### config.mk
export PLATFORM = sky130hd
export DESIGN_NAME = sync_serial_rx_txrx
export DESIGN_NICKNAME = d
export VERILOG_FILES = /design/src/core/sio_pkg.sv /design/src/core/sync_serial_rx_txrx.sv
export SDC_FILE = /design/constraint.sdc
export NUM_CORES = 1
export LEC_CHECK = 0
export BUFFER_PORTS_ARGS = -buffer_cell sky130_fd_sc_hd__buf_2
export CORE_ASPECT_RATIO = 0.9
export CORE_MARGIN = 1
export CORE_UTILIZATION = 45
export CTS_CLUSTER_DIAMETER = 30
export DETAILED_ROUTE_END_ITERATION = 6
export GPL_TIMING_DRIVEN = 0
export PLACE_DENSITY = 0.71
export SYNTH_ARGS = -nofsm -noshare
export SYNTH_HDL_FRONTEND = slang
export SYNTH_SLANG_ARGS = --single-unit
### constraint.sdc
create_clock -name clk_in -period 4.15 [get_ports clk_in]
set_clock_uncertainty 0.05 [all_clocks]
set_input_delay 0.2075 -clock clk_in [delete_from_list [all_inputs] [get_ports clk_in]]
set_output_delay 0.2075 -clock clk_in [all_outputs]
set_load 0.02 [all_outputs]
### src/core/sio_pkg.sv
// Constants for the eight-bit synchronous serial port: APB map, field
// positions, mode codes, reset values and clock divider settings.
// Assumes a 32-bit APB bus and one aligned word per register.
package sio_pkg;

  // Register byte offsets
  localparam logic [7:0] CTRL_OFS = 8'h00;   // serial_ctrl_reg
  localparam logic [7:0] STAT_OFS = 8'h04;   // serial_status_reg
  localparam logic [7:0] RXBUF_OFS = 8'h08;  // rx_buffer, read only
  localparam logic [7:0] TXBUF_OFS = 8'h0C;  // tx_buffer, write only

  // Control register fields
  localparam int CTRL_START_BIT = 0;   // start_bit
  localparam int CTRL_INH_BIT = 1;     // inhibit_bit, self clearing
  localparam int CTRL_MODE_LSB = 2;    // transfer_mode_field, two bits
  localparam int CTRL_ORDER_BIT = 4;   // bit_order_field
  localparam int CTRL_CKSEL_LSB = 5;   // clock select, three bits

  // Status register fields
  localparam int STAT_BUSY_BIT = 0;    // busy_flag
  localparam int STAT_SACT_BIT = 1;    // shift_active_flag
  localparam int STAT_RXF_BIT = 2;     // rx_full_flag
  localparam int STAT_RX_ERROR_FLAG_BIT = 3;   // rx_error_flag, write 1 clears
  localparam int STAT_TXE_BIT = 4;     // tx_empty_flag
  localparam int STAT_TX_ERROR_FLAG_BIT = 5;   // tx_error_flag

  // Transfer mode codes
  localparam logic [1:0] MODE_TX = 2'h0;
  localparam logic [1:0] MODE_RX = 2'h1;
  localparam logic [1:0] MODE_DUPLEX = 2'h2;

  // Clock select code for the external clock pin
  localparam logic [2:0] CKSEL_EXT = 3'h7;

  // Internal half period is HALF_BASE shifted left by the select code
  localparam logic [15:0] HALF_BASE = 16'h0002;

  // Bits per byte, last bit index of the counter
  localparam logic [2:0] LAST_BIT = 3'h7;

  // Values after reset or inhibit
  localparam logic SCK_IDLE = 1'b1;
  localparam logic SO_IDLE = 1'b1;
  localparam logic TXE_RST = 1'b1;
  localparam logic [7:0] BUF_RST = 8'h00;

endpackage

### src/core/sync_serial_rx_txrx.sv
// Eight-bit clocked synchronous serial port, receive and duplex modes,
// with an APB register slave.
// Assumes clk_in at 20 MHz; an external serial clock has high and low
// phases of at least four clk_in periods.
//
// Operation
// - mode 01 selects receive-only operation
// - busy rises on the first serial falling edge
// - sample input on rising edges, chosen order
// - shift-active from first to eighth falling edge
// - byte done: buffer loaded, full set, interrupt
// - internal clock starts within one serial period
// - reading receive buffer clears full flag
// - internal receive waits high until buffer read
// - byte into full buffer sets receive error
// - receive error freezes buffer and shift register
// - error reads: old byte, then captured byte
// - clearing error after read clears full flag
// - cleared start stops after current byte
// - inhibit stops at once, resets everything
// - no interrupts while receive error stands
// - mode 10 is duplex, out falling, in rising
// - duplex empty flag after load, interrupt with full
// - writing transmit buffer clears empty flag
// - internal duplex waits for write and read
// - external duplex without data sets transmit error
// - output held high on error and when stopped
// - order bit 0 MSB first, 1 LSB first
// - select 111 takes external clock pin
//
// Chosen here: the APB slave port and the placing of the registers.
`timescale 1ns/10ps

module sync_serial_rx_txrx (
  input wire logic clk_in,
  input wire logic nrst_in,
  input wire logic psel_in,
  input wire logic penable_in,
  input wire logic pwrite_in,
  input wire logic [7:0] paddr_in,
  input wire logic [31:0] pwdata_in,
  output logic [31:0] prdata_out,
  output logic pready_out,
  output logic pslverr_out,
  input wire logic serial_clock_pin_in,
  output logic serial_clock_pin_out,
  output logic serial_clock_pin_oe_out,
  input wire logic serial_in_pin_in,
  output logic serial_out_pin_out,
  output logic port_irq_out
);

  // Byte engine phase
  typedef enum logic {ST_IDLE, ST_SHIFT} phase_t;

  // Whole state of the port
  typedef struct packed {
    phase_t st;            // Idle or shifting a byte
    logic start;           // start_bit
    logic [1:0] mode;      // transfer_mode_field
    logic order;           // bit_order_field
    logic [2:0] cksel;     // Clock select
    logic busy;            // busy_flag
    logic sact;            // shift_active_flag
    logic rx_full_flag;             // rx_full_flag
    logic rx_error_flag;           // rx_error_flag
    logic txe;             // tx_empty_flag
    logic tx_error_flag;           // tx_error_flag
    logic [7:0] rdb;       // rx_buffer
    logic [7:0] tdb;       // tx_buffer
    logic [7:0] sh_rx;     // Receive shift register
    logic [7:0] sh_tx;     // Transmit shift register
    logic [7:0] errcap;    // Shifter contents caught at an error
    logic err_rd;          // Old byte already read during an error
    logic load_pend;       // Transmit load awaiting its rising edge
    logic [2:0] cnt;       // Rising edges done in this byte
    logic sck;             // Driven serial clock level
    logic sck_oe;          // Serial clock pin driven
    logic so;              // Serial output level
    logic [7:0] div;       // Half period divider
    logic ck1;             // Clock pin synchroniser, first stage
    logic ck2;             // Second stage
    logic ck3;             // Edge detect history
    logic si1;             // Data pin synchroniser, first stage
    logic si2;             // Second stage
    logic irq;             // port_irq pulse
    logic pready;          // APB ready
    logic pslverr;         // APB error
    logic [31:0] prdata;   // APB read data
  } state_t;

  // Value after reset
  localparam state_t RST_VAL = '{
    st: ST_IDLE, sck: sio_pkg::SCK_IDLE, so: sio_pkg::SO_IDLE, ck1: sio_pkg::SCK_IDLE,
    ck2: sio_pkg::SCK_IDLE, ck3: sio_pkg::SCK_IDLE, txe: sio_pkg::TXE_RST, default: '0};

  state_t r;              // Registered state
  state_t n;              // Next state

  // Decoded events, also watched by the checks below
  logic ext_clk;          // External clock selected
  logic ok_mode;          // Receive or duplex selected
  logic duplex;           // Duplex selected
  logic go_int;           // Internal clock may start a byte
  logic fall;             // Serial clock falling edge
  logic rise;             // Serial clock rising edge
  logic byte_begin;       // First falling edge of a byte
  logic byte_done;        // Eighth rising edge of a byte
  logic inh;              // Inhibit written this cycle
  logic rd_rx;            // Receive buffer read answered this cycle
  logic tx_wr;            // Transmit buffer written this cycle
  logic err_clr;          // Receive error cleared this cycle
  logic [7:0] half_m1;    // Internal half period minus one
  logic [7:0] sh_new;     // Receive shifter after this rising edge
  logic tick;             // Divider wrap

  // Next state logic: APB first, serial engine after, so a hardware
  // set wins over a software clear in the same cycle; an inhibit, applied last, wins over both
  always_comb begin
    n = r;
    n.irq = 1'b0;
    inh = 1'b0;
    rd_rx = 1'b0;
    tx_wr = 1'b0;
    err_clr = 1'b0;

    // Pin synchronisers, two stages before any logic reads them
    n.ck1 = serial_clock_pin_in;
    n.ck2 = r.ck1;
    n.ck3 = r.ck2;
    n.si1 = serial_in_pin_in;
    n.si2 = r.si1;

    ext_clk = (r.cksel == sio_pkg::CKSEL_EXT);
    ok_mode = (r.mode == sio_pkg::MODE_RX) || (r.mode == sio_pkg::MODE_DUPLEX);
    duplex = (r.mode == sio_pkg::MODE_DUPLEX);
    half_m1 = 8'((sio_pkg::HALF_BASE << r.cksel) - 16'h0001);

    // APB slave: one wait state, then completion
    if (psel_in && penable_in && !r.pready) begin
      n.pready = 1'b1;
      n.pslverr = 1'b0;
      n.prdata = 32'h0000_0000;
      if (!pwrite_in) begin
        case (paddr_in)
          sio_pkg::CTRL_OFS: begin
            n.prdata[sio_pkg::CTRL_START_BIT] = r.start;
            n.prdata[sio_pkg::CTRL_MODE_LSB +: 2] = r.mode;
            n.prdata[sio_pkg::CTRL_ORDER_BIT] = r.order;
            n.prdata[sio_pkg::CTRL_CKSEL_LSB +: 3] = r.cksel;
          end
          sio_pkg::STAT_OFS: begin
            n.prdata[sio_pkg::STAT_BUSY_BIT] = r.busy;
            n.prdata[sio_pkg::STAT_SACT_BIT] = r.sact;
            n.prdata[sio_pkg::STAT_RXF_BIT] = r.rx_full_flag;
            n.prdata[sio_pkg::STAT_RX_ERROR_FLAG_BIT] = r.rx_error_flag;
            n.prdata[sio_pkg::STAT_TXE_BIT] = r.txe;
            n.prdata[sio_pkg::STAT_TX_ERROR_FLAG_BIT] = r.tx_error_flag;
          end
          sio_pkg::RXBUF_OFS: begin
            rd_rx = 1'b1;
            // Under an error, old byte first, then the caught shifter
            if (r.rx_error_flag && r.err_rd) begin
              n.prdata[7:0] = r.errcap;
            end else begin
              n.prdata[7:0] = r.rdb;
            end
            if (r.rx_error_flag) begin
              n.err_rd = 1'b1;
            end else begin
              n.rx_full_flag = 1'b0;
            end
          end
          sio_pkg::TXBUF_OFS: begin
            n.prdata = 32'h0000_0000; // Write only, reads zero
          end
          default: begin
            n.pslverr = 1'b1; // Unmapped address
          end
        endcase
      end else begin
        // Writes are checked here, applied at completion
        n.pslverr = !((paddr_in == sio_pkg::CTRL_OFS) || (paddr_in == sio_pkg::STAT_OFS)
          || (paddr_in == sio_pkg::RXBUF_OFS) || (paddr_in == sio_pkg::TXBUF_OFS));
      end
    end else if (psel_in && penable_in && r.pready) begin
      n.pready = 1'b0;
      if (pwrite_in) begin
        case (paddr_in)
          sio_pkg::CTRL_OFS: begin
            n.start = pwdata_in[sio_pkg::CTRL_START_BIT];
            n.mode = pwdata_in[sio_pkg::CTRL_MODE_LSB +: 2];
            n.order = pwdata_in[sio_pkg::CTRL_ORDER_BIT];
            n.cksel = pwdata_in[sio_pkg::CTRL_CKSEL_LSB +: 3];
            inh = pwdata_in[sio_pkg::CTRL_INH_BIT];
          end
          sio_pkg::STAT_OFS: begin
            if (pwdata_in[sio_pkg::STAT_RX_ERROR_FLAG_BIT]) begin
              err_clr = 1'b1;
              n.rx_error_flag = 1'b0;
              n.err_rd = 1'b0;
              // Full flag goes only once the data has been read
              if (r.err_rd) begin
                n.rx_full_flag = 1'b0;
              end
            end
          end
          sio_pkg::TXBUF_OFS: begin
            tx_wr = 1'b1;
            n.tdb = pwdata_in[7:0];
            n.txe = 1'b0;
          end
          default: begin
            n.tdb = r.tdb; // Receive buffer and holes ignore writes
          end
        endcase
      end
    end else begin
      n.pready = 1'b0;
      n.pslverr = 1'b0;
    end
    // Internal clock may run when nothing blocks the next byte
    go_int = !ext_clk && ok_mode && r.start && !r.rx_full_flag && !r.rx_error_flag
      && (!duplex || !r.txe);
    // Internal serial clock generator, parked high between bytes
    n.sck_oe = !ext_clk;
    tick = (r.div == half_m1);
    if (!ext_clk && (r.st == ST_SHIFT || go_int)) begin
      n.div = tick ? 8'h00 : 8'(r.div + 8'h01);
      if (tick) begin
        n.sck = !r.sck;
      end
    end else begin
      n.div = 8'h00;
      n.sck = sio_pkg::SCK_IDLE;
    end
    // Edges from whichever clock is selected
    if (ext_clk) begin
      fall = r.ck3 && !r.ck2;
      rise = !r.ck3 && r.ck2;
    end else begin
      fall = tick && r.sck && (r.st == ST_SHIFT || go_int);
      rise = tick && !r.sck && (r.st == ST_SHIFT);
    end
    byte_begin = fall && (r.st == ST_IDLE) && r.start && ok_mode;
    byte_done = rise && (r.st == ST_SHIFT) && (r.cnt == sio_pkg::LAST_BIT);
    // Received bit enters at the end chosen by the order field
    if (r.order) begin
      sh_new = {r.si2, r.sh_rx[7:1]};
    end else begin
      sh_new = {r.sh_rx[6:0], r.si2};
    end
    // A stopped port with no byte running is not busy
    if (r.st == ST_IDLE && !r.start) begin
      n.busy = 1'b0;
      n.so = sio_pkg::SO_IDLE;
    end
    case (r.st)
      ST_IDLE: begin
        if (byte_begin) begin
          n.st = ST_SHIFT;
          n.busy = 1'b1;
          n.sact = 1'b1;
          n.cnt = 3'h0;
          if (duplex && !r.txe) begin
            n.sh_tx = r.tdb;
            n.load_pend = 1'b1;
            n.so = r.order ? r.tdb[0] : r.tdb[7];
          end else begin
            n.so = sio_pkg::SO_IDLE;
            if (duplex) begin
              n.tx_error_flag = 1'b1;
            end
          end
        end
      end
      ST_SHIFT: begin
        if (fall) begin
          if (duplex && !r.tx_error_flag) begin
            n.so = r.order ? r.sh_tx[r.cnt] : r.sh_tx[3'(sio_pkg::LAST_BIT - r.cnt)];
          end else begin
            n.so = sio_pkg::SO_IDLE;
          end
          if (r.cnt == sio_pkg::LAST_BIT) begin
            n.sact = 1'b0;
          end
        end
        if (rise) begin
          if (r.load_pend) begin
            n.txe = 1'b1;
            n.load_pend = 1'b0;
          end
          if (!r.rx_error_flag) begin
            n.sh_rx = sh_new;
          end
          n.cnt = 3'(r.cnt + 3'h1);
          if (byte_done) begin
            n.st = ST_IDLE;
            n.cnt = 3'h0;
            if (!r.start) begin
              n.busy = 1'b0;
            end
            if (r.rx_error_flag) begin
              n.irq = 1'b0;
            end else if (r.rx_full_flag) begin
              n.rx_error_flag = 1'b1;
              n.errcap = sh_new;
              n.irq = 1'b1;
            end else begin
              n.rdb = sh_new;
              n.rx_full_flag = 1'b1;
              n.irq = 1'b1;
            end
          end
        end
      end
      default: begin
        n.st = ST_IDLE;
      end
    endcase

    // Inhibit stops at once and returns everything to rest
    if (inh) begin
      n.st = ST_IDLE;
      n.start = 1'b0;
      n.busy = 1'b0;
      n.sact = 1'b0;
      n.rx_full_flag = 1'b0;
      n.rx_error_flag = 1'b0;
      n.txe = sio_pkg::TXE_RST;
      n.tx_error_flag = 1'b0;
      n.rdb = sio_pkg::BUF_RST;
      n.tdb = sio_pkg::BUF_RST;
      n.sh_rx = sio_pkg::BUF_RST;
      n.sh_tx = sio_pkg::BUF_RST;
      n.errcap = sio_pkg::BUF_RST;
      n.err_rd = 1'b0;
      n.load_pend = 1'b0;
      n.cnt = 3'h0;
      n.sck = sio_pkg::SCK_IDLE;
      n.div = 8'h00;
      n.so = sio_pkg::SO_IDLE;
      n.irq = 1'b0;
    end
  end

  // State register, synchronous active-low reset
  always_ff @(posedge clk_in) begin
    if (!nrst_in) begin
      r <= RST_VAL;
    end else begin
      r <= n;
    end
  end

  // All outputs straight from flip-flops
  assign prdata_out = r.prdata;
  assign pready_out = r.pready;
  assign pslverr_out = r.pslverr;
  assign serial_clock_pin_out = r.sck;
  assign serial_clock_pin_oe_out = r.sck_oe;
  assign serial_out_pin_out = r.so;
  assign port_irq_out = r.irq;
endmodule

# == After elaboration in Yosys (flattened, before gate mapping) ==
# Cells that the tools add are included.
# word_totals
inputBits,47
out_inout_bits,38
word_cells,201
ff_bits,110
# classes
bitwise,9
order_cmp,2
eq_ne,16
add_sub_neg,4
shifts,1
n_reduce_logical,64
mux,73
# op_table
cell,n
two-way mux 1 bit,46
logical AND 1 bit,24
two-way mux 8 bit,3
"== test 8 x 4 -> 1 bit, second input constant",2
two-way mux 3 bit,5
two-way mux 2 bit,7
zero test 1 bit,12
one-hot mux 4 bit (3 select lines),1
AND reduction 3 bit,4
AND reduction 4 bit,3
"!= test 2 x 1 -> 1 bit, second input constant",5
AND reduction 5 bit,2
nonzero test 2 bit,5
NOT 1 bit,9
"adder 8 x 1 -> 8 bit, second input constant",1
"== test 8 x 3 -> 1 bit, second input constant",1
== test 8 bit,1
zero test 8 bit,1
"< comparator 3 x 4 -> 1 bit, second input constant",2
two-way mux 4 bit,2
one-hot mux 2 bit (2 select lines),2
one-hot mux 4 bit (2 select lines),1
OR reduction 4 bit,2
"<< shifter 2 x 3 -> 8 bit, first input constant",1
other kinds (16),27

# == Logic depth before layout (Yosys ltp) ==
# Gate-level depths: netlist of run 1.
# logic_depth
word_depth,15
mapped_depth,13
mapped_depth_nobuf,9

# == Worst setup path after synthesis of run 1 ==
# No wires, ideal clock.
# synth_timing
path_type,flip-flop to flip-flop
from,register r[104] (netlist name)
to,register r[72] (netlist name)
slack_ps,1125
path_buffers,3
stages_incl_launch_ff,12
arrival_ps,2840
period_less_slack_ps,3025
cell_sequence,dfxtp_1 or3_4 ha_1 buf_2 or3_1 a21oi_1 a311oi_1 or4b_1 buf_2 clkbuf_1 a2111oi_0 a211oi_1
# synth_between
elab_chain_cells,7
word_cells_on_any_way,8
cone_classes,add/sub (1); eq/ne (2); shift (1); mux (1); reduce/logical (3)
# synth_rtl
item,line_no,rtl
"start, declared",sync_serial_rx_txrx.sv:97,state_t r;
"start signal, assigned",sync_serial_rx_txrx.sv:352,r <= n;
<< shifter 2 x 3 -> 8 bit,sync_serial_rx_txrx.sv:137,half_m1 = 8'((sio_pkg::HALF_BASE << r.cksel) - 16'h0001);
subtractor 8 x 1 -> 8 bit,sync_serial_rx_txrx.sv:137,
== test 8 bit,sync_serial_rx_txrx.sv:227,tick = (r.div == half_m1);
logical AND 1 bit (2 in a row),sync_serial_rx_txrx.sv:243,rise = tick && !r.sck && (r.st == ST_SHIFT);
two-way mux 1 bit *,sync_serial_rx_txrx.sv:238,if (ext_clk) begin
AND reduction 3 bit (no line) *,--,
# Every way passes the cells marked *; elsewhere a longest branch is shown, timed or not.
# A chain may end at the register's enable or synchronous reset.

# == Worst setup path in the final report of run 1 ==
# layout_timing
from,register r[104] (netlist name)
to,register r[77] (netlist name)
# Same word-level chain as after synthesis.

==> results of run 1 <==
-- synth_stat cells, types with 4 or more instances --
| cell | count |
|---|---|
| a2111oi_0 | 8 |
| a211oi_1 | 10 |
| a21o_1 | 4 |
| a21oi_1 | 9 |
| a221oi_1 | 18 |
| a22oi_1 | 7 |
| and2_1 | 4 |
| and3_1 | 6 |
| buf_2 | 7 |
| buf_4 | 33 |
| clkbuf_1 | 23 |
| dfxtp_1 | 86 |
| ha_1 | 6 |
| inv_1 | 36 |
| mux2i_1 | 39 |
| mux4_2 | 4 |
| nand2_1 | 46 |
| nand2b_1 | 7 |
| nand3_1 | 14 |
| nand4_1 | 4 |
| nor2_1 | 64 |
| nor3_1 | 4 |
| nor4_1 | 4 |
| o21ai_0 | 12 |
| o22ai_1 | 5 |
| xnor2_1 | 6 |
| xor2_1 | 7 |
-- per-stage QoR --
step / instance area (sq um) / power (mW)
floorplan: 4580 / 0.914
global placement: 4900 / 0.938
detailed placement: 4900 / 0.939
CTS: 5120 / 1.53
global route: 5120 / 1.57
finish: 5120 / 1.52
-- power breakdown --
part	leakage (nW)	internal, mW	switching (mW)
clock network	0.0895	0.282	0.311
registers	0.694	0.828	0.00190
logic	1.27	0.0339	0.0588
total	2.06	1.14	0.372
-- cell type report --
class	count	area (sq um)
Clock buffer	10	128
Fill cell	936	4580
Buffer	63	369
Multi-Input combinational cell	360	2350
Tap cell	126	158
Inverter	37	139
Sequential cell	86	1720
Clock inverter	6	70.1
Timing Repair Buffer	36	190
-- worst min-delay path: cells and delay by family --
| family | cells | cell delay, ns |
|---|---|---|
| buffers and inverters | 1 | 0.09 |
| muxes | 1 | 0.06 |
| and+or+nand+nor | 1 | 0.07 |
-- flip-flops by register name, summed over array words and instances (netlist names) --
name                     cells
pslverr_out                  1
pready_out                   1
r                           69
n                            3
serial_clock_pin_oe_out      1
prdata_out                   8
serial_clock_pin_out         1
port_irq_out                 1
serial_out_pin_out           1
-- repair_timing --
item,CTS,global route
endpoints found under the setup margin,0,0
gates resized for setup,0,0
endpoints found under the hold margin,2,0
hold buffers,2,0
-- kinds of logic after synthesis --
logic type	count (synthesis)	synth area share [%]
buffers and inverters	100	11.3
DFF	86	38.3
other	1	0.0835
and+or+nand+nor	177	19.1
AOI/OAI and AO/OA	95	15.7
adders and majority gates	6	1.67
muxes	45	11.2
xor gates and xnor gates	13	2.54
-- final timing paths --
path,from,end,slack (ns),depth (start not counted)
worst min-delay path,pwdata_in[2],r[106]$_SDFFE_PN0P_,0.04,3
worst max-delay path,r[104]$_SDFFE_PN0P_,r[77]$_SDFFE_PP0P_,0.68,13
worst min register to register,n[38]$_SDFF_PN1_,n[37]$_SDFF_PN1_,0.37,1
worst max register to register,r[104]$_SDFFE_PN0P_,r[77]$_SDFFE_PP0P_,0.68,13
-- layer usage --
metal / vias to the layer above / GRT usage [%] / wire length (um)
li1: 1928 / - / -
met1: 1817 / 27.5 / 4760
met2: 138 / 33.4 / 4860
met3: 21 / 5.05 / 708
met4: 0 / 9.69 / 267
met5: - / 0 / 0
==> metrics.md, run 1 <==
| Metric | Value |
|---|---|
| Vias in the first global route | 3576 |
| Final wirelength | 10600 um |
| Remaining DRCs | 0 |
| Die Height | 96.8 um |
| Total grt overflow | 0 |
| Setup violations, final | 0 |
| Cell Chain, Critical Path | buf_2 -> nor2_1 -> nand2_1 -> ha_1 -> buf_2 -> xor2_1 -> xnor2_1 -> o311ai_1 -> or4b_1 -> buf_2 -> clkbuf_1 -> a2111oi_0 -> a211oi_1 |
| Initial DRC Count | 334 |
| RSZ-0062 raised after global routing | false |
| Most frequent cells in the layout | dfxtp_1 (86), nor2_1 (64), nand2_1 (46), buf_2 (41), mux2i_1 (39) |
| Starting Density | 46.3% |
| Core Rows | 34 |
| Worst-path clk slew | 0.09 ns |
| Area fraction of the dominant cell type after synthesis | 38.3% |
| CTS H-Tree Depth | 3 |
| Setup crit start kind | flip-flop |
| Required time of the critical path | 4.33 ns |
| Slew Viols, Final | 0 |
| Initial antenna violation count | 0 |
| Synth area leaders | dfxtp_1 (38%), mux2i_1 (8.7%), buf_4 (5.5%) |
| Status | finished clean |
| Root Buffer | clkbuf_8 |
| Most frequent CP cell | buf_2 |
| Count of mapped cells out of synthesis | 523 |
| Crit end category | flip-flop |
| Asr flop ratio synth | 0% |
| Hold Path Class | input port to flip-flop |
| Pre-CTS setup slack | 0.725 ns |
| Max Cap Viol | 0 |
| Synth area leader | dfxtp_1 |
| Post-DP HPWL | 7940 um |
| Crit path buf inv count | 4 |
| Yosys warnings | 0 |
| GRT Util Overall | 21.3% |
| Via density | 5.39 |
| Worst skew pair latency | 0.37 ns |
| Largest stage delay, worst path | 0.57 ns |
| Post-Synthesis Cell Area | 0.00449 sq mm |
| First-pass DRT Iterations | 5 |
| DR vias | 3904 |
| Global-route wire length before repair | 17300 um |
| Max Clk Rate | 288 MHz |
| Final hold viol count | 0 |
| Utilization after layout | 52.8% |
| Sequential fraction of the synthesis area | 38.3% |
| Post-CTS setup buffer count | 0 |
| Antenna viol nets, final | 0 |
| Avg WL per Cell | 14.6 um |
| Largest net degree at the start of global routing | 16 |
| Placeable core area | 0.00970 sq mm |
| Max FO, Critical Path | 10 |
| Crit path max-delay family | compound AO/OA/AOI/OAI gates |
| Tcrit/Tclk final | 83.6% |
| LEAKAGE | 2.06 nW |
| Peak VDD IR | 270 uV |
| Placed cells | 706 |
| Final WS setup | 0.679 ns |
| EDFF count, synth | 0 |
| IO Count | 85 |
| Die W | 107 um |
| CTS max path bufs | 2 |
| Die area | 0.0104 sq mm |
| Worst hold slack | 0.0398 ns |
| Critical path class | flip-flop to flip-flop |
| Yosys cell types | 58 |
| NumNets Final | 646 |
| Ant diodes | 0 |
| Layout cell share with drive strength beyond 1 | 17.2% |
| IO buf count | 34 |
| Worst slew margin | 40.7% |
| Worst slew pin tran | 0.884 ns |
| Power per Cell Area | 296 mW/mm^2 |
| Setup TNS | 0 ns |
| WP data arrival | 3.65 ns |
| Finished Layout Cells | 724 |
| Final GP Congestion | 0.873 |
| Most common cell after layout, fill and taps aside | dfxtp_1 |
| CTS sink cnt | 86 |
| Post-synthesis register bit count | 86 |
| CTS tree | built |
| Syn Area/Cell | 8.59 sq um |
| Critical path's slowest cell | or4b_1 |
| Synth Flop Type | dfxtp_1 |
| TritonCTS buffer count | 9 |
| Area Growth Syn to Fin | 14.1% |
| Min Tclk post-route | 3.47 ns |
Note: power is estimated with default switching activity, not from simulation.
==> inputs of run 2 (changes only) <==
Settings changed: PLACE_DENSITY 0.71 to 0.74.
Clock period 4.15 ns to 2.9 ns, I/O delays scaled along.
==> metrics.md, run 2 (synthesis gave the netlist of run 1 again) <==
| Metric | Value |
|---|---|
| Antenna viol nets, final | 0 (unchanged) |
| IO Count | 85 (unchanged) |
| Max FFs per register | 69 (unchanged) |
| Post-DP Area | 0.00530 sq mm (+8.0%) |
| Utilization after layout | 60.6% (+7.8 points) |
| Peak VDD IR | 230 uV (-15%) |
| LEAKAGE | 2.22 nW (+8.2%) |
| Slew Viols, Final | 0 (unchanged) |
| Worst-path clk slew | 0.09 ns (about the same) |
| Placeable core area | 0.00970 sq mm (unchanged) |
| Most common cell after layout, fill and taps aside | dfxtp_1 |
| Fillers | 810 (-13%) |
| WP data arrival | 3.19 ns (-0.46 ns) |
| Crit path max-delay family | simple AND/OR/NAND/NOR gates |
| Worst skew pair latency | 0.36 ns (about the same) |
| CTS max path bufs | 2 (unchanged) |
| TritonCTS buffer count | 9 (unchanged) |
| Failing checks | negative setup slack |
| Pwr Total | 2.21 mW (+46%) |
| Avg WL per Cell | 15.8 um (+7.7%) |
| Cell Chain, Critical Path | or3_4 -> ha_4 -> or3_1 -> a21oi_2 -> a311oi_2 -> or4b_4 -> a21o_1 -> buf_8 -> a221oi_4 |
| Final GP Congestion | 0.869 (-0.44%) |
| M1 WL | 5220 um (+9.7%) |
| Die W | 107 um (unchanged) |
| Global-route wire length before repair | 18500 um (+7.3%) |
| Max FO, Critical Path | 7 (-3) |
| Remaining DRCs | 0 (unchanged) |
| Worst slew margin | 26.0% (-15 points) |
| Root Buffer | clkbuf_8 |
| Power per Cell Area | 377 mW/mm^2 (+27%) |
| Post-DP HPWL | 8200 um (+3.3%) |
| Ant diodes | 0 (unchanged) |
| IO buf count | 34 (unchanged) |
| Final hold viol count | 0 (unchanged) |
| Via density | 5.44 (+0.80%) |
| CTS sink cnt | 86 (unchanged) |
| Tcrit/Tclk final | 102% (+18 points) |
| Setup crit start kind | flip-flop |
| Worst slew pin tran | 1.11 ns (+0.227 ns) |
| Area Growth Syn to Fin | 30.9% |
| Setup TNS | -0.247 ns (-0.247 ns) |
| GRT Util Overall | 22.8% (+1.6 points) |
| Max Cap Viol | 0 (unchanged) |
| Core Rows | 34 (unchanged) |
| Critical path depth | 9 (-4) |
| Initial DRC Count | 311 (-6.9%) |
| Required time of the critical path | 3.13 ns (-1.20 ns) |
| Met2 routed WL | 5780 um (+19%) |
| Worst hold path depth | 3 (unchanged) |
| Crit end category | flip-flop |
| Highest Signal Layer | met4 |
| Critical path's slowest cell | or4b_4 |
| Most frequent cells in the layout | dfxtp_1 (82), nor2_1 (63), buf_4 (45), nand2_1 (44), mux2i_1 (39) |
| Die Height | 96.8 um (unchanged) |
| Final wirelength | 11800 um (+11%) |
| Total grt overflow | 0 (unchanged) |
| Starting Density | 46.3% (unchanged) |
| Initial antenna violation count | 0 (unchanged) |
| Layout cell share with drive strength beyond 1 | 28.5% (+11 points) |
| Hold Path Class | input port to flip-flop |
| Setup violations, final | 16 (+16) |
| Worst r2r path cells | 9 (-4) |
| CTS H-Tree Depth | 3 (unchanged) |
| Largest stage delay, worst path | 0.60 ns (+0.03 ns) |
| First-pass DRT Iterations | 5 (unchanged) |
| Min Tclk post-route | 2.96 ns (-0.514 ns) |
| Max Clk Rate | 338 MHz (+17%) |
| Final WS setup | -0.0579 ns (-0.736 ns) |
| Fin area | 0.00588 sq mm (+15%) |
| RSZ-0062 raised after global routing | true |
| DR vias | 4055 (+3.9%) |
| Die area | 0.0104 sq mm (unchanged) |
| NumNets Final | 668 (+3.4%) |
| Crit path buf inv count | 1 (-3) |
| Critical path class | flip-flop to flip-flop |
| Largest Register | r |
| Largest net degree at the start of global routing | 16 (unchanged) |
| DR WL met3 | 596 um (-16%) |
| CTS tree | built |
| Vias in the first global route | 3750 (+4.9%) |
| Status | finished with violations |
[run 2: tightest hold or removal path, stage by stage]
cell and delay (ns):
buf_2 0.11, mux2i_1 0.07, nor2_1 0.07
[run 2: worst paths after layout]
kind	start	end	slack [ns]
worst min-delay path	pwdata_in[1]	r[81]$_SDFFE_PP0P_	0.02
worst min register to register	n[38]$_SDFF_PN1_	n[37]$_SDFF_PN1_	0.36
worst max register to register	r[103]$_SDFFE_PN0P_	r[91]$_SDFFE_PP0P_	-0.06
worst max-delay path	r[103]$_SDFFE_PN0P_	r[91]$_SDFFE_PP0P_	-0.06
[run 2: area by class of cell]
type                            count  area (sq um)  area share [%]
Multi-Input combinational cell    360          2810            47.7
Sequential cell                    86          1730            29.4
Buffer                             61           432            7.35
Timing Repair Buffer               60           407            6.92
Tap cell                          126           158            2.68
Inverter                           37           139            2.36
Clock buffer                       10           138            2.34
Clock inverter                      6          70.1            1.19
[run 2: what timing repair did]
action / in CTS / in global routing
gates cloned: 2 / 1
hold endpoints to repair: 12 / 1
pin swaps: 12 / 15
setup buffers: 8 / 5
hold buffers: 9 / 1
gates resized for setup: 15 / 24
endpoints found under the setup margin: 42 / 42
[run 2: metrics by stage]
step                cells  worst slack (ns)  hold WS, ns
finish                746           -0.0579       0.0168
global route          746            -0.166      0.00490
CTS                   739            -0.103     0.000685
detailed placement    706            -0.313        0.279
global placement      706            -0.243        0.280
floorplan             546           -0.0687        0.168
[run 2: power breakdown]
part           internal [mW]  switching, mW  leakage, nW  total [mW]
sequential              1.18        0.00275        0.697        1.19
clock                  0.426          0.456       0.0951       0.882
combinational         0.0559         0.0899         1.43       0.146
total                   1.67          0.549         2.22        2.21
[run 2: routing by layer]
layer	track usage, %	vias up
met5	0	-
met4	7.06	0
met3	5.26	13
met2	37.8	128
met1	29.4	1939
li1	-	1975
==> inputs of run 3 (changes only) <==
Settings changed: PLACE_DENSITY 0.74 to default, PLACE_DENSITY_LB_ADDON from default to 0.12.
==> metrics.md, run 3 (synthesis gave the netlist of run 1 again) <==
| Metric | Value |
|---|---|
| Die Height | 96.8 um (unchanged) |
| Crit path capture | r[79]$_SDFFE_PP0P_ |
| Crit path launch | r[103]$_SDFFE_PN0P_ |
| Hold Path Class | input port to flip-flop |
| CTS tree | built |
| Critical path depth | 10 (+1) |
| Worst r2r path cells | 10 (+1) |
| Root Buffer | clkbuf_8 |
| Status | finished with violations |
| IO Count | 85 (unchanged) |
| Pwr Total | 2.30 mW (+3.7%) |
| LEAKAGE | 2.29 nW (+3.0%) |
| Worst slew margin | 25.1% (-0.86 points) |
| GRT Util Overall | 22.7% (-0.16 points) |
| Max Cap Viol | 0 (unchanged) |
| Finished Layout Cells | 755 (+1.2%) |
| Worst slew pin tran | 1.12 ns (+0.0129 ns) |
| Utilization after layout | 61.7% (+1.1 points) |
| Most common cell after layout, fill and taps aside | dfxtp_1 |
| Largest stage delay, worst path | 0.54 ns (-0.06 ns) |
| Max Clk Rate | 327 MHz (-3.2%) |
| Vias in the first global route | 3737 (-0.35%) |
| Sequential power share | 51.7% (-1.9 points) |
| Ant diodes | 0 (unchanged) |
| Total grt overflow | 0 (unchanged) |
| Cell Chain, Critical Path | or3_4 -> ha_4 -> or3_4 -> a21oi_2 -> a311oi_2 -> or4b_1 -> buf_6 -> a211o_1 -> buf_6 -> a211oi_2 |
| Global-route wire length before repair | 18500 um (-0.15%) |
| CTS H-Tree Depth | 3 (unchanged) |
| Initial antenna violation count | 0 (unchanged) |
| Setup crit start kind | flip-flop |
| Final WS setup | -0.157 ns (-0.0993 ns) |
| Layout cell share with drive strength beyond 1 | 29.4% (+0.86 points) |
| Peak VDD IR | 334 uV (+45%) |
| Antenna viol nets, final | 0 (unchanged) |
| Clk pwr share | 42.1% (+2.3 points) |
| IO buf count | 34 (unchanged) |
| First-pass DRT Iterations | 4 (-1) |
| Min Tclk post-route | 3.06 ns (+0.0993 ns) |
| Final GP Congestion | 0.855 (-1.6%) |
| Critical path class | flip-flop to flip-flop |
| Post-DP HPWL | 8140 um (-0.75%) |
| Pre-CTS setup slack | -0.302 ns (+0.0104 ns) |
| Post-DP Area | 0.00530 sq mm (unchanged) |
| Die W | 107 um (unchanged) |
| Power per Cell Area | 384 mW/mm^2 (+1.9%) |
| Setup slack, reg-to-reg | -0.16 ns (-0.10 ns) |
| NumNets Final | 677 (+1.3%) |
| Worst-path clk slew | 0.09 ns (about the same) |
| Core Rows | 34 (unchanged) |
| Required time of the critical path | 3.13 ns (about the same) |
| TritonCTS buffer count | 9 (unchanged) |
| Max FO, Critical Path | 7 (unchanged) |
| Placed cells | 706 (unchanged) |
| Area of the multi-input gates | 0.00278 sq mm (-0.85%) |
| Max FFs per register | 69 (unchanged) |
| Final hold viol count | 0 (unchanged) |
| RSZ-0062 raised after global routing | true |
| Area Growth Syn to Fin | 33.2% |
| Slew Viols, Final | 0 (unchanged) |
| DR vias | 3970 (-2.1%) |
| Reg-to-Reg End | r[79]$_SDFFE_PP0P_ |
| Placeable core area | 0.00970 sq mm (unchanged) |
| Fin area | 0.00598 sq mm (+1.8%) |
| Crit path buf inv count | 2 (+1) |
| Avg WL per Cell | 15.1 um (-4.1%) |
| Setup violations, final | 29 (+13) |
| Worst hold slack | 0.00914 ns (-0.00764 ns) |
| Failing checks | negative setup slack |
| Via density | 5.26 (-3.3%) |
| Largest net degree at the start of global routing | 16 (unchanged) |
| Die area | 0.0104 sq mm (unchanged) |
| Most frequent cells in the layout | dfxtp_1 (82), nor2_1 (63), buf_4 (52), nand2_1 (44), mux2i_1 (39) |
| Initial DRC Count | 250 (-20%) |
| Remaining DRCs | 0 (unchanged) |
| Fillers | 861 (+6.3%) |
| Critical path's slowest cell | or4b_1 |
| Final wirelength | 11400 um (-2.9%) |
| Reg-to-Reg Start | r[103]$_SDFFE_PN0P_ |
| Starting Density | 46.3% (unchanged) |
| Crit end category | flip-flop |
| Worst skew pair latency | 0.37 ns (about the same) |
| Setup TNS | -1.47 ns (-1.22 ns) |
| Comb pwr share | 6.3% (-0.3 points) |
| CTS sink cnt | 86 (unchanged) |
| Pint | 1.75 mW (+5.3%) |
| Tcrit/Tclk final | 105% (+3.4 points) |
| CTS max path bufs | 2 (unchanged) |
| Switching pwr | 0.542 mW (-1.2%) |
| Crit path max-delay family | simple AND/OR/NAND/NOR gates |
| WP data arrival | 3.28 ns (+0.09 ns) |
| Sequential cell area | 0.00173 sq mm (unchanged) |
| Largest Register | r |
| Switching share of power | 23.6% (-1.2 points) |
[run 3: cell types whose count changed in the layout (fill, tap and decap cells not counted), sizes merged]
cell and delta:
clkinvlp -1, bufinv +1, clkinv -1, inv +1, buf +10, dlygate4sd3 -1
[run 3: worst min path at each step]
| stage | from | to | slack (ns) | cells after the start |
|---|---|---|---|---|
| global placement | serial_clock_pin_in | n[38]$_SDFF_PN1_ | 0.28 | 2 |
| finish | pwdata_in[0] | r[80]$_SDFFE_PP0P_ | 0.009 | 3 |
| global route | nrst_in | n[38]$_SDFF_PN1_ | 0.02 | 2 |
| CTS | psel_in | pslverr_out$_SDFFE_PN0P_ | 0.00009 | 3 |
| detailed placement | serial_clock_pin_in | n[38]$_SDFF_PN1_ | 0.28 | 2 |
| floorplan | nrst_in | n[37]$_SDFF_PN1_ | 0.17 | 1 |
[run 3: layout make-up]
| cell class | count | area share [%] |
|---|---|---|
| Buffer | 62 | 7.55 |
| Clock inverter | 6 | 1.55 |
| Inverter | 37 | 2.32 |
| Timing Repair Buffer | 68 | 8.22 |
| Clock buffer | 10 | 2.30 |
| Sequential cell | 86 | 28.9 |
| Multi-Input combinational cell | 360 | 46.5 |
| Tap cell | 126 | 2.64 |
[run 3: tightest hold or removal path, stage by stage]
cell and delay [ns]:
buf_2 0.10, mux2i_1 0.06, nor2_1 0.08
[run 3: layer usage]
metal  global-route usage (%)  part of all wire [%]
met5                        0                     0
met4                     8.64                   1.8
met3                     4.25                   5.5
met2                     36.6                    47
met1                     29.9                    45
[run 3: repair_timing]
item                                    4_1_cts  5_1_grt
endpoints found under the setup margin       43       41
cloned                                        2        2
endpoints found under the hold margin        14        0
gates resized for setup                      20       15
setup buffers                                10       11
pin swaps                                    14       12
hold buffers                                  9        0
[run 3: power by group through the flow]
stage | combinational, mW | clock, mW | sequential [mW]
2_1_floorplan | 0.0955 | 0 | 1.22
3_3_place_gp | 0.132 | 0 | 1.22
3_5_place_dp | 0.133 | 0 | 1.22
4_1_cts | 0.143 | 0.987 | 1.19
5_1_grt | 0.157 | 1.03 | 1.19
6_report | 0.144 | 0.965 | 1.19
